File: src/sps_pkg.sv
package sps_pkg;
  localparam logic [7:0] CMD_BUF_WR = 8'h02;
  localparam logic [7:0] CMD_BUF_RD = 8'h03;
  localparam logic [7:0] CMD_STA_A = 8'h04;
  localparam logic [7:0] CMD_STA_B = 8'h05;
  localparam int CMD_BITS = 8;
  localparam int HDR_BITS = 16;
  localparam int BUF_BITS = 256;
  localparam logic [8:0] BUF_FRAME_BITS = 9'h110;
  localparam logic [8:0] STA_FRAME_BITS = 9'h010;
  localparam int BUF_WORDS = 8;
  localparam int ST_WR_BUSY = 0;
  localparam int ST_RD_VACANT = 1;
  localparam int ST_TALLY_LSB = 2;
  localparam int ST_TALLY_W = 3;
  localparam logic [7:0] STATUS_RST = 8'h02;
  localparam int CLK_PERIOD_NS = 5;
  localparam int SCLK_PERIOD_NS = 160;
  localparam int SCLK_HALF_CYC = SCLK_PERIOD_NS / (2 * CLK_PERIOD_NS);

  // Maps data bit d (in shift order) to its position in the 256-bit buffer:
  // byte d/8 sits at bits 8*byte+7..8*byte, sent most significant bit first.
  function automatic logic [7:0] sps_bitpos(input logic [7:0] d);
    sps_bitpos = {d[7:3], ~d[2:0]};
  endfunction

  function automatic logic sps_is_sta(input logic [7:0] cmd);
    sps_is_sta = (cmd == CMD_STA_A) || (cmd == CMD_STA_B);
  endfunction
endpackage

File: src/sps_link_if.sv
`timescale 1ns/100ps
interface sps_link_if;
  logic sclk;
  logic cs_n;
  logic mosi;
  logic miso;
  logic host_alert_line;

  modport dev (
    input sclk,
    input cs_n,
    input mosi,
    output miso,
    output host_alert_line
  );

  modport host (
    output sclk,
    output cs_n,
    output mosi,
    input miso,
    input host_alert_line
  );
endinterface

File: src/sps_dev_end.sv
`timescale 1ns/100ps
module sps_dev_end (
  // System.
  input wire logic clk,
  input wire logic rst_n,
  // Serial link.
  sps_link_if.dev link,
  // Receive buffer read port.
  input wire logic [2:0] rx_rd_idx,
  output logic [31:0] rx_rd_data,
  // Transmit buffer write port.
  input wire logic tx_wr_en,
  input wire logic [2:0] tx_wr_idx,
  input wire logic [31:0] tx_wr_data,
  // Local status control.
  input wire logic rx_drained,
  input wire logic tx_ready,
  // Events and status.
  output logic rx_buffer_done_flag,
  output logic tx_buffer_done_flag,
  output logic status_read_done_flag,
  output logic [7:0] slave_state_byte
);
  logic [2:0] sync1_ff;
  logic [2:0] sync2_ff;
  logic sclk_prev_ff;
  logic sclk_rise;
  logic sclk_fall;
  logic sel;
  logic [8:0] cnt_ff;
  logic [7:0] cmd_ff;
  logic [7:0] rx_sh_ff;
  logic [31:0] rx_mem_ff [sps_pkg::BUF_WORDS];
  logic [31:0] tx_mem_ff [sps_pkg::BUF_WORDS];
  logic miso_ff;
  logic alert_ff;
  logic [7:0] status_ff;
  logic [7:0] nxt_status;
  logic [8:0] frame_len;
  logic last_rise;
  logic wr_done;
  logic rd_done;
  logic sta_done;
  logic [7:0] d_idx;
  logic [7:0] tx_pos;
  logic [7:0] rx_byte;

  // Order of bits: sclk, cs_n, mosi. Reset holds chip select released.
  always_ff @(posedge clk) begin
    if (!rst_n) begin
      sync1_ff <= 3'h2;
      sync2_ff <= 3'h2;
      sclk_prev_ff <= 1'b0;
    end else begin
      sync1_ff <= {link.sclk, link.cs_n, link.mosi};
      sync2_ff <= sync1_ff;
      sclk_prev_ff <= sync2_ff[2];
    end
  end

  assign sel = ~sync2_ff[1];
  assign sclk_rise = sel & sync2_ff[2] & ~sclk_prev_ff;
  assign sclk_fall = sel & ~sync2_ff[2] & sclk_prev_ff;
  assign frame_len = sps_pkg::sps_is_sta(cmd_ff) ? sps_pkg::STA_FRAME_BITS
                                                : sps_pkg::BUF_FRAME_BITS;
  assign last_rise = sclk_rise && (cnt_ff == frame_len - 9'h001)
                     && (cnt_ff >= 9'(sps_pkg::CMD_BITS));
  assign wr_done = last_rise && (cmd_ff == sps_pkg::CMD_BUF_WR);
  assign rd_done = last_rise && (cmd_ff == sps_pkg::CMD_BUF_RD);
  assign sta_done = last_rise && sps_pkg::sps_is_sta(cmd_ff);
  assign d_idx = 8'(cnt_ff - 9'(sps_pkg::HDR_BITS));
  assign tx_pos = sps_pkg::sps_bitpos(d_idx);
  assign rx_byte = {rx_sh_ff[6:0], sync2_ff[0]};

  // Bit counter and command capture; a released select drops the frame.
  always_ff @(posedge clk) begin
    if (!rst_n || !sel) begin
      cnt_ff <= 9'h000;
      cmd_ff <= 8'h00;
    end else if (sclk_rise && cnt_ff < frame_len) begin
      cnt_ff <= cnt_ff + 9'h001;
      if (cnt_ff < 9'(sps_pkg::CMD_BITS)) begin
        cmd_ff <= {cmd_ff[6:0], sync2_ff[0]};
      end
    end
  end

  // Write data is shifted in and stored a byte at a time.
  always_ff @(posedge clk) begin
    if (!rst_n) begin
      rx_sh_ff <= 8'h00;
    end else if (sclk_rise) begin
      rx_sh_ff <= rx_byte;
    end
  end

  always_ff @(posedge clk) begin
    if (sclk_rise && cmd_ff == sps_pkg::CMD_BUF_WR && cnt_ff >= 9'(sps_pkg::HDR_BITS)
        && cnt_ff < sps_pkg::BUF_FRAME_BITS && d_idx[2:0] == 3'h7) begin
      rx_mem_ff[d_idx[7:5]][{d_idx[4:3], 3'h0} +: 8] <= rx_byte;
    end
  end

  always_ff @(posedge clk) begin
    if (tx_wr_en) begin
      tx_mem_ff[tx_wr_idx] <= tx_wr_data;
    end
  end

  always_ff @(posedge clk) begin
    if (!rst_n) begin
      rx_rd_data <= 32'h0;
    end else begin
      rx_rd_data <= rx_mem_ff[rx_rd_idx];
    end
  end

  // While selected, the output changes only on falling edges, so the master sees it settled
  // for half a period before its rising sample.
  always_ff @(posedge clk) begin
    if (!rst_n || !sel) begin
      miso_ff <= 1'b0;
    end else if (sclk_fall) begin
      if (sps_pkg::sps_is_sta(cmd_ff) && cnt_ff >= 9'(sps_pkg::CMD_BITS)
          && cnt_ff < sps_pkg::STA_FRAME_BITS) begin
        miso_ff <= status_ff[~cnt_ff[2:0]];
      end else if (cmd_ff == sps_pkg::CMD_BUF_RD && cnt_ff >= 9'(sps_pkg::HDR_BITS)
                   && cnt_ff < sps_pkg::BUF_FRAME_BITS) begin
        miso_ff <= tx_mem_ff[tx_pos[7:5]][tx_pos[4:0]];
      end else begin
        miso_ff <= 1'b0;
      end
    end
  end

  // Hardware events set a flag in the same cycle that software clears it.
  always_comb begin
    nxt_status = status_ff;
    if (rx_drained) begin
      nxt_status[sps_pkg::ST_WR_BUSY] = 1'b0;
    end
    if (tx_ready) begin
      nxt_status[sps_pkg::ST_RD_VACANT] = 1'b0;
    end
    if (wr_done) begin
      nxt_status[sps_pkg::ST_WR_BUSY] = 1'b1;
    end
    if (rd_done) begin
      nxt_status[sps_pkg::ST_RD_VACANT] = 1'b1;
    end
    if (wr_done || rd_done) begin
      nxt_status[sps_pkg::ST_TALLY_LSB +: sps_pkg::ST_TALLY_W] =
          status_ff[sps_pkg::ST_TALLY_LSB +: sps_pkg::ST_TALLY_W] + 3'h1;
    end
    nxt_status[7:5] = 3'h0;
  end

  always_ff @(posedge clk) begin
    if (!rst_n) begin
      status_ff <= sps_pkg::STATUS_RST;
    end else begin
      status_ff <= nxt_status;
    end
  end

  // A change in the same cycle as a status read keeps the alert high, so
  // the master is never left with a stale picture.
  always_ff @(posedge clk) begin
    if (!rst_n) begin
      alert_ff <= 1'b0;
    end else if (nxt_status != status_ff) begin
      alert_ff <= 1'b1;
    end else if (sta_done) begin
      alert_ff <= 1'b0;
    end
  end

  always_ff @(posedge clk) begin
    if (!rst_n) begin
      rx_buffer_done_flag <= 1'b0;
      tx_buffer_done_flag <= 1'b0;
      status_read_done_flag <= 1'b0;
    end else begin
      rx_buffer_done_flag <= wr_done;
      tx_buffer_done_flag <= rd_done;
      status_read_done_flag <= sta_done;
    end
  end

  assign slave_state_byte = status_ff;
  assign link.miso = miso_ff;
  assign link.host_alert_line = alert_ff;
endmodule

File: src/flat_wrapper.sv
// flat-port wrapper written by rule: the top's interface ports become plain ports
module sps_dev_end_flat 
  (clk, rst_n, rx_rd_idx, rx_rd_data, tx_wr_en, tx_wr_idx, tx_wr_data, rx_drained, tx_ready, rx_buffer_done_flag, tx_buffer_done_flag, status_read_done_flag, slave_state_byte, link_sclk, link_cs_n, link_mosi, link_miso, link_host_alert_line);
  sps_link_if link_i ();
  input wire logic clk;
  input wire logic rst_n;
  input wire logic [2:0] rx_rd_idx;
  output logic [31:0] rx_rd_data;
  input wire logic tx_wr_en;
  input wire logic [2:0] tx_wr_idx;
  input wire logic [31:0] tx_wr_data;
  input wire logic rx_drained;
  input wire logic tx_ready;
  output logic rx_buffer_done_flag;
  output logic tx_buffer_done_flag;
  output logic status_read_done_flag;
  output logic [7:0] slave_state_byte;
  input wire logic [$bits(link_i.sclk)-1:0] link_sclk;
  input wire logic [$bits(link_i.cs_n)-1:0] link_cs_n;
  input wire logic [$bits(link_i.mosi)-1:0] link_mosi;
  output wire logic [$bits(link_i.miso)-1:0] link_miso;
  output wire logic [$bits(link_i.host_alert_line)-1:0] link_host_alert_line;
  assign link_i.sclk = link_sclk;
  assign link_i.cs_n = link_cs_n;
  assign link_i.mosi = link_mosi;
  assign link_miso = link_i.miso;
  assign link_host_alert_line = link_i.host_alert_line;
  sps_dev_end u_core (.clk(clk), .rst_n(rst_n), .link(link_i), .rx_rd_idx(rx_rd_idx), .rx_rd_data(rx_rd_data), .tx_wr_en(tx_wr_en), .tx_wr_idx(tx_wr_idx), .tx_wr_data(tx_wr_data), .rx_drained(rx_drained), .tx_ready(tx_ready), .rx_buffer_done_flag(rx_buffer_done_flag), .tx_buffer_done_flag(tx_buffer_done_flag), .status_read_done_flag(status_read_done_flag), .slave_state_byte(slave_state_byte));
endmodule
File: config.mk
export PLATFORM = sky130hd
export DESIGN_NAME = sps_dev_end_flat
export DESIGN_NICKNAME = d
export VERILOG_FILES = /design/src/sps_pkg.sv /design/src/sps_link_if.sv /design/src/sps_dev_end.sv /design/src/flat_wrapper.sv
export SDC_FILE = /design/constraint.sdc
export NUM_CORES = 1
export LEC_CHECK = 0
export ABC_AREA = 1
export ABC_CLOCK_PERIOD_IN_PS = 5400
export BUFFER_PORTS_ARGS = -buffer_cell sky130_fd_sc_hd__buf_4
export CAP_MARGIN = 40
export CORE_AREA = 2 2 249 153
export DETAILED_ROUTE_END_ITERATION = 10
export DIE_AREA = 0 0 251 155
export PLACE_DENSITY_LB_ADDON = 0.15
export SYNTH_ARGS = -nofsm -noshare
export SYNTH_HDL_FRONTEND = slang
export SYNTH_SLANG_ARGS = --single-unit
File: constraint.sdc
create_clock -name clk -period 5.4 [get_ports clk]
set_clock_uncertainty 0.2 [all_clocks]
set_input_delay 0.27 -clock clk [delete_from_list [all_inputs] [get_ports clk]]
set_output_delay 0.27 -clock clk [all_outputs]
set_load 0.02 [all_outputs]
==> Flow_metrics.wiki <==
{| class="wikitable"
! Metric !! Value
|-
| Relative slew slack || 36.7%
|-
| Final routed wire length divided by cell count || 20.1 um
|-
| Number of endpoints with negative hold slack in the final report || 0
|-
| Post-cts sizing count || 0
|-
| Post-Syn Instances || 2087
|-
| Final number of setup-violating endpoints || 0
|-
| Core ar. || 36900 um^2
|-
| Synth warnings || 0
|-
| RSZ-0062 raised after global routing || false
|-
| Peak per-stage delay on the critical path || 800 ps
|-
| Placement Setup Slack || 1530 ps
|-
| Post-synth top area share || 65.4%
|-
| Overall via count from detail_route || 15900
|-
| Number of diodes added for antenna fixing || 0
|-
| Type of origin of the critical path || flip-flop
|-
| Fraction of power spent switching nets || 20.4%
|-
| Floorplan row count || 55
|-
| Initial Utilization || 63.7%
|-
| Synth Cell Area || 23500 um^2
|-
| Worst Slack Setup Final || 1440 ps
|-
| P&R area growth vs syn || 14.2%
|-
| Share of the yosys chip area belonging to registers || 71.6%
|-
| Net count reported at finish || 2265
|-
| CP Cell Sequence || inv_1 > ha_4 > inv_4 > buf_12 > nand2_1 > nand2_1 > nand2_1 > nand2_1 > nand2_1 > nand2_1 > a21oi_1 > nand4_1 > nand3_1 > nand2_1 > nand2_1 > nand3_1 > a21oi_2
|-
| Cells after DPL || 2589
|-
| Category of cells accounting for the largest share of critical-path delay || buffers and inverters
|-
| Slew Viols, Final || 0
|-
| Kind of capture point of the worst setup path || flip-flop
|-
| Post-route DRC violation count || 0
|-
| Fin cells || 2728
|-
| Final-layout worst hold slack || 189 ps
|-
| Cell internal power dissipation || 7.25 mW
|-
| Count of maximum capacitance violations || 0
|-
| Clock network power share || 41.3%
|-
| Most common cell in the netlist || edfxtp_1
|-
| Final total negative setup slack || 0 ps
|-
| Floorplan die height || 155 um
|-
| Arrival @ worst endpoint || 4270 ps
|-
| Total of hold buffers inserted after clock tree synthesis || 41
|-
| Leakage || 9.92 nW
|-
| Asr flop ratio synth || 0%
|-
| Initial antenna violation count || 0
|-
| Number of buffers inserted by port buffering || 87
|-
| Critical setup path kind || reg -> reg
|-
| Primary flip-flop cell chosen by synthesis mapping || edfxtp_1
|-
| Number of CTS-inserted buffers || 50
|-
| Vias in the first global route || 15000
|-
| CTS tree || yes
|-
| Synth Area per Inst || 11.3 um^2
|-
| Cell types with the largest area share after synthesis || edfxtp_1 (65%), nor2_1 (7.3%), dfxtp_1 (6.2%), o21ai_0 (5.7%), nand2_1 (4.8%)
|-
| First-pass GRT wire length || 83.7 mm
|-
| Run status || finished, final reports clean
|-
| Count of nets left with antenna violations after detail routing || 0
|-
| Worst Path Required || 5710 ps
|-
| H-tree lvl count || 2
|-
| Power share of the sequential group || 54.8%
|-
| Clk slew on worst S/H paths || 70 ps
|-
| Minimum clock period || 3960 ps
|-
| Worst IR drop on VDD || 0.000281 V
|-
| Total clock sinks || 585
|-
| Clock Latency Late Sink || 570 ps
|-
| Detailed-router iteration count before antenna repair || 5
|-
| Total global routing overflow || 0
|-
| Half-perimeter wire length after detailed placement || 31.7 mm
|-
| Hold Path Class || in -> reg
|-
| Largest net degree at the start of global routing || 73
|-
| Overall global routing resource usage || 28.0%
|-
| Number of buffers inserted to repair setup after CTS || 0
|-
| Cell type with the highest aggregate area in the netlist || edfxtp_1
|-
| Netlist cell types || 34
|-
| Overall routed net length || 54.8 mm
|-
| Via density per instance || 5.84
|-
| Switching power of the nets || 1.85 mW
|-
| Die outline area || 38900 um^2
|-
| Commonest cells in the netlist || edfxtp_1 (512), nor2_1 (455), nand2_1 (303)
|-
| Slowest cell on the critical path || ha_4
|-
| Starting DRT DRC Count || 1863
|-
| Count of boundary I/O pins || 91
|-
| Highest Clock Rate || 253 MHz
|-
| Post-layout utilization of the core || 72.8%
|-
| Highest fanout seen on the critical path || 72
|-
| Buffer levels on the longest clock path || 3
|-
| Actual transition at the worst max-transition pin || 946 ps
|-
| Buffers & Inverters on Critical Path || 3
|-
| Cell with the most instances on the worst path || nand2_1
|-
| Weighted congestion at the end of routability-driven global placement || 0.886
|-
| Flip-flop and latch count after synthesis || 585
|-
| Fraction of layout cells with a size suffix above 1 || 10.6%
|-
| Share of power burned in combinational logic || 3.9%
|-
| Number of synthesized flops with an enable pin || 512
|-
| Power density of the placed cells || 339 nW/um^2
|-
| Die X || 251 um
|-
| Final critical-path share of the clock period || 73.3%
|-
| Cell at the root of the clock tree || clkbuf_16
|}
==> cells by family after synthesis <==
group                    count (synthesis)  share of synthesized area, %
AND/OR/NAND/NOR                        874                          14.7
other                                    1                        0.0160
buffers and inverters                  226                          4.13
flip-flops                             585                          71.6
adder cells (fa/ha/maj)                 17                         0.905
AO/OA/AOI/OAI                          384                          8.61
==> worst min-delay path, delay by kind of cell <==
kind	cells	cell delay (ps)
buf+inv	3	420
compound gates	1	210
==> power groups by stage <==
stage	sequential (mW)	clock (mW)	combinational, mW
6_report	4.99	3.76	0.358
5_1_grt	4.99	3.95	0.393
4_1_cts	4.99	3.78	0.356
3_5_place_dp	5.09	0	0.329
3_3_place_gp	5.09	0	0.320
2_1_floorplan	5.11	0	0.161
==> registers in the layout, summed over array words and instances, names as in the netlist <==
signal	cells
u_core.status_read_done_flag	1
u_core.cnt_ff	9
u_core.slave_state_byte	5
u_core.rx_buffer_done_flag	1
u_core.sclk_prev_ff	1
u_core.rx_sh_ff	7
u_core.tx_buffer_done_flag	1
u_core.link.host_alert_line	1
u_core.tx_mem_ff	256
u_core.cmd_ff	8
u_core.rx_rd_data	32
u_core.sync1_ff	3
u_core.sync2_ff	3
u_core.link.miso	1
u_core.rx_mem_ff	256
==> layer usage <==
layer / part of all wire, % / track usage, % / vias to the layer above
met5: 0 / 0 / -
met4: 2.0 / 6.92 / 0
met2: 45 / 42.4 / 790
met3: 9.6 / 5.04 / 81
li1: - / - / 7430
met1: 44 / 43.0 / 7634
==> stage by stage <==
step	instance area, um^2	power [mW]
finish	26800	9.10
global route	26800	9.34
CTS	26800	9.12
detailed placement	24700	5.42
global placement	24400	5.41
floorplan	23500	5.27
==> cell usage in the layout, fill, tap and decap left out, drive strengths merged, types with 2 or more instances in the layout <==
master / n
nand4: 4
clkbuf: 59
nor4: 5
dlygate4sd3: 41
nand3: 79
ha: 17
clkinv: 31
a21oi: 34
o22ai: 32
bufinv: 7
dfxtp: 73
nor2: 455
conb: 3
edfxtp: 512
buf: 135
nor3: 20
or2: 2
nand2: 307
o21ai: 281
a31oi: 33
inv: 108
==> final cells by class <==
| type | count | area (um^2) |
|---|---|---|
| Timing Repair Buffer | 176 | 1480 |
| Fill cell | 2430 | 10000 |
| Tap cell | 484 | 606 |
| Multi-Input combinational cell | 1278 | 5780 |
| Inverter | 111 | 419 |
| Sequential cell | 585 | 16800 |
| Clock inverter | 35 | 339 |
| Clock buffer | 59 | 1380 |
==> final timing paths <==
kind	startpoint	to	slack, ps	depth (start not counted)
setup / recovery	u_core.cnt_ff[4]	u_core.link.miso	1440	17
hold / removal	rx_rd_idx[2]	u_core.rx_rd_data[19]	190	4
setup reg to reg	u_core.cnt_ff[4]	u_core.link.miso	1440	17
hold reg to reg	u_core.sync1_ff[1]	u_core.sync2_ff[1]	230	1
No activity file was read; power rests on OpenSTA's default activity.
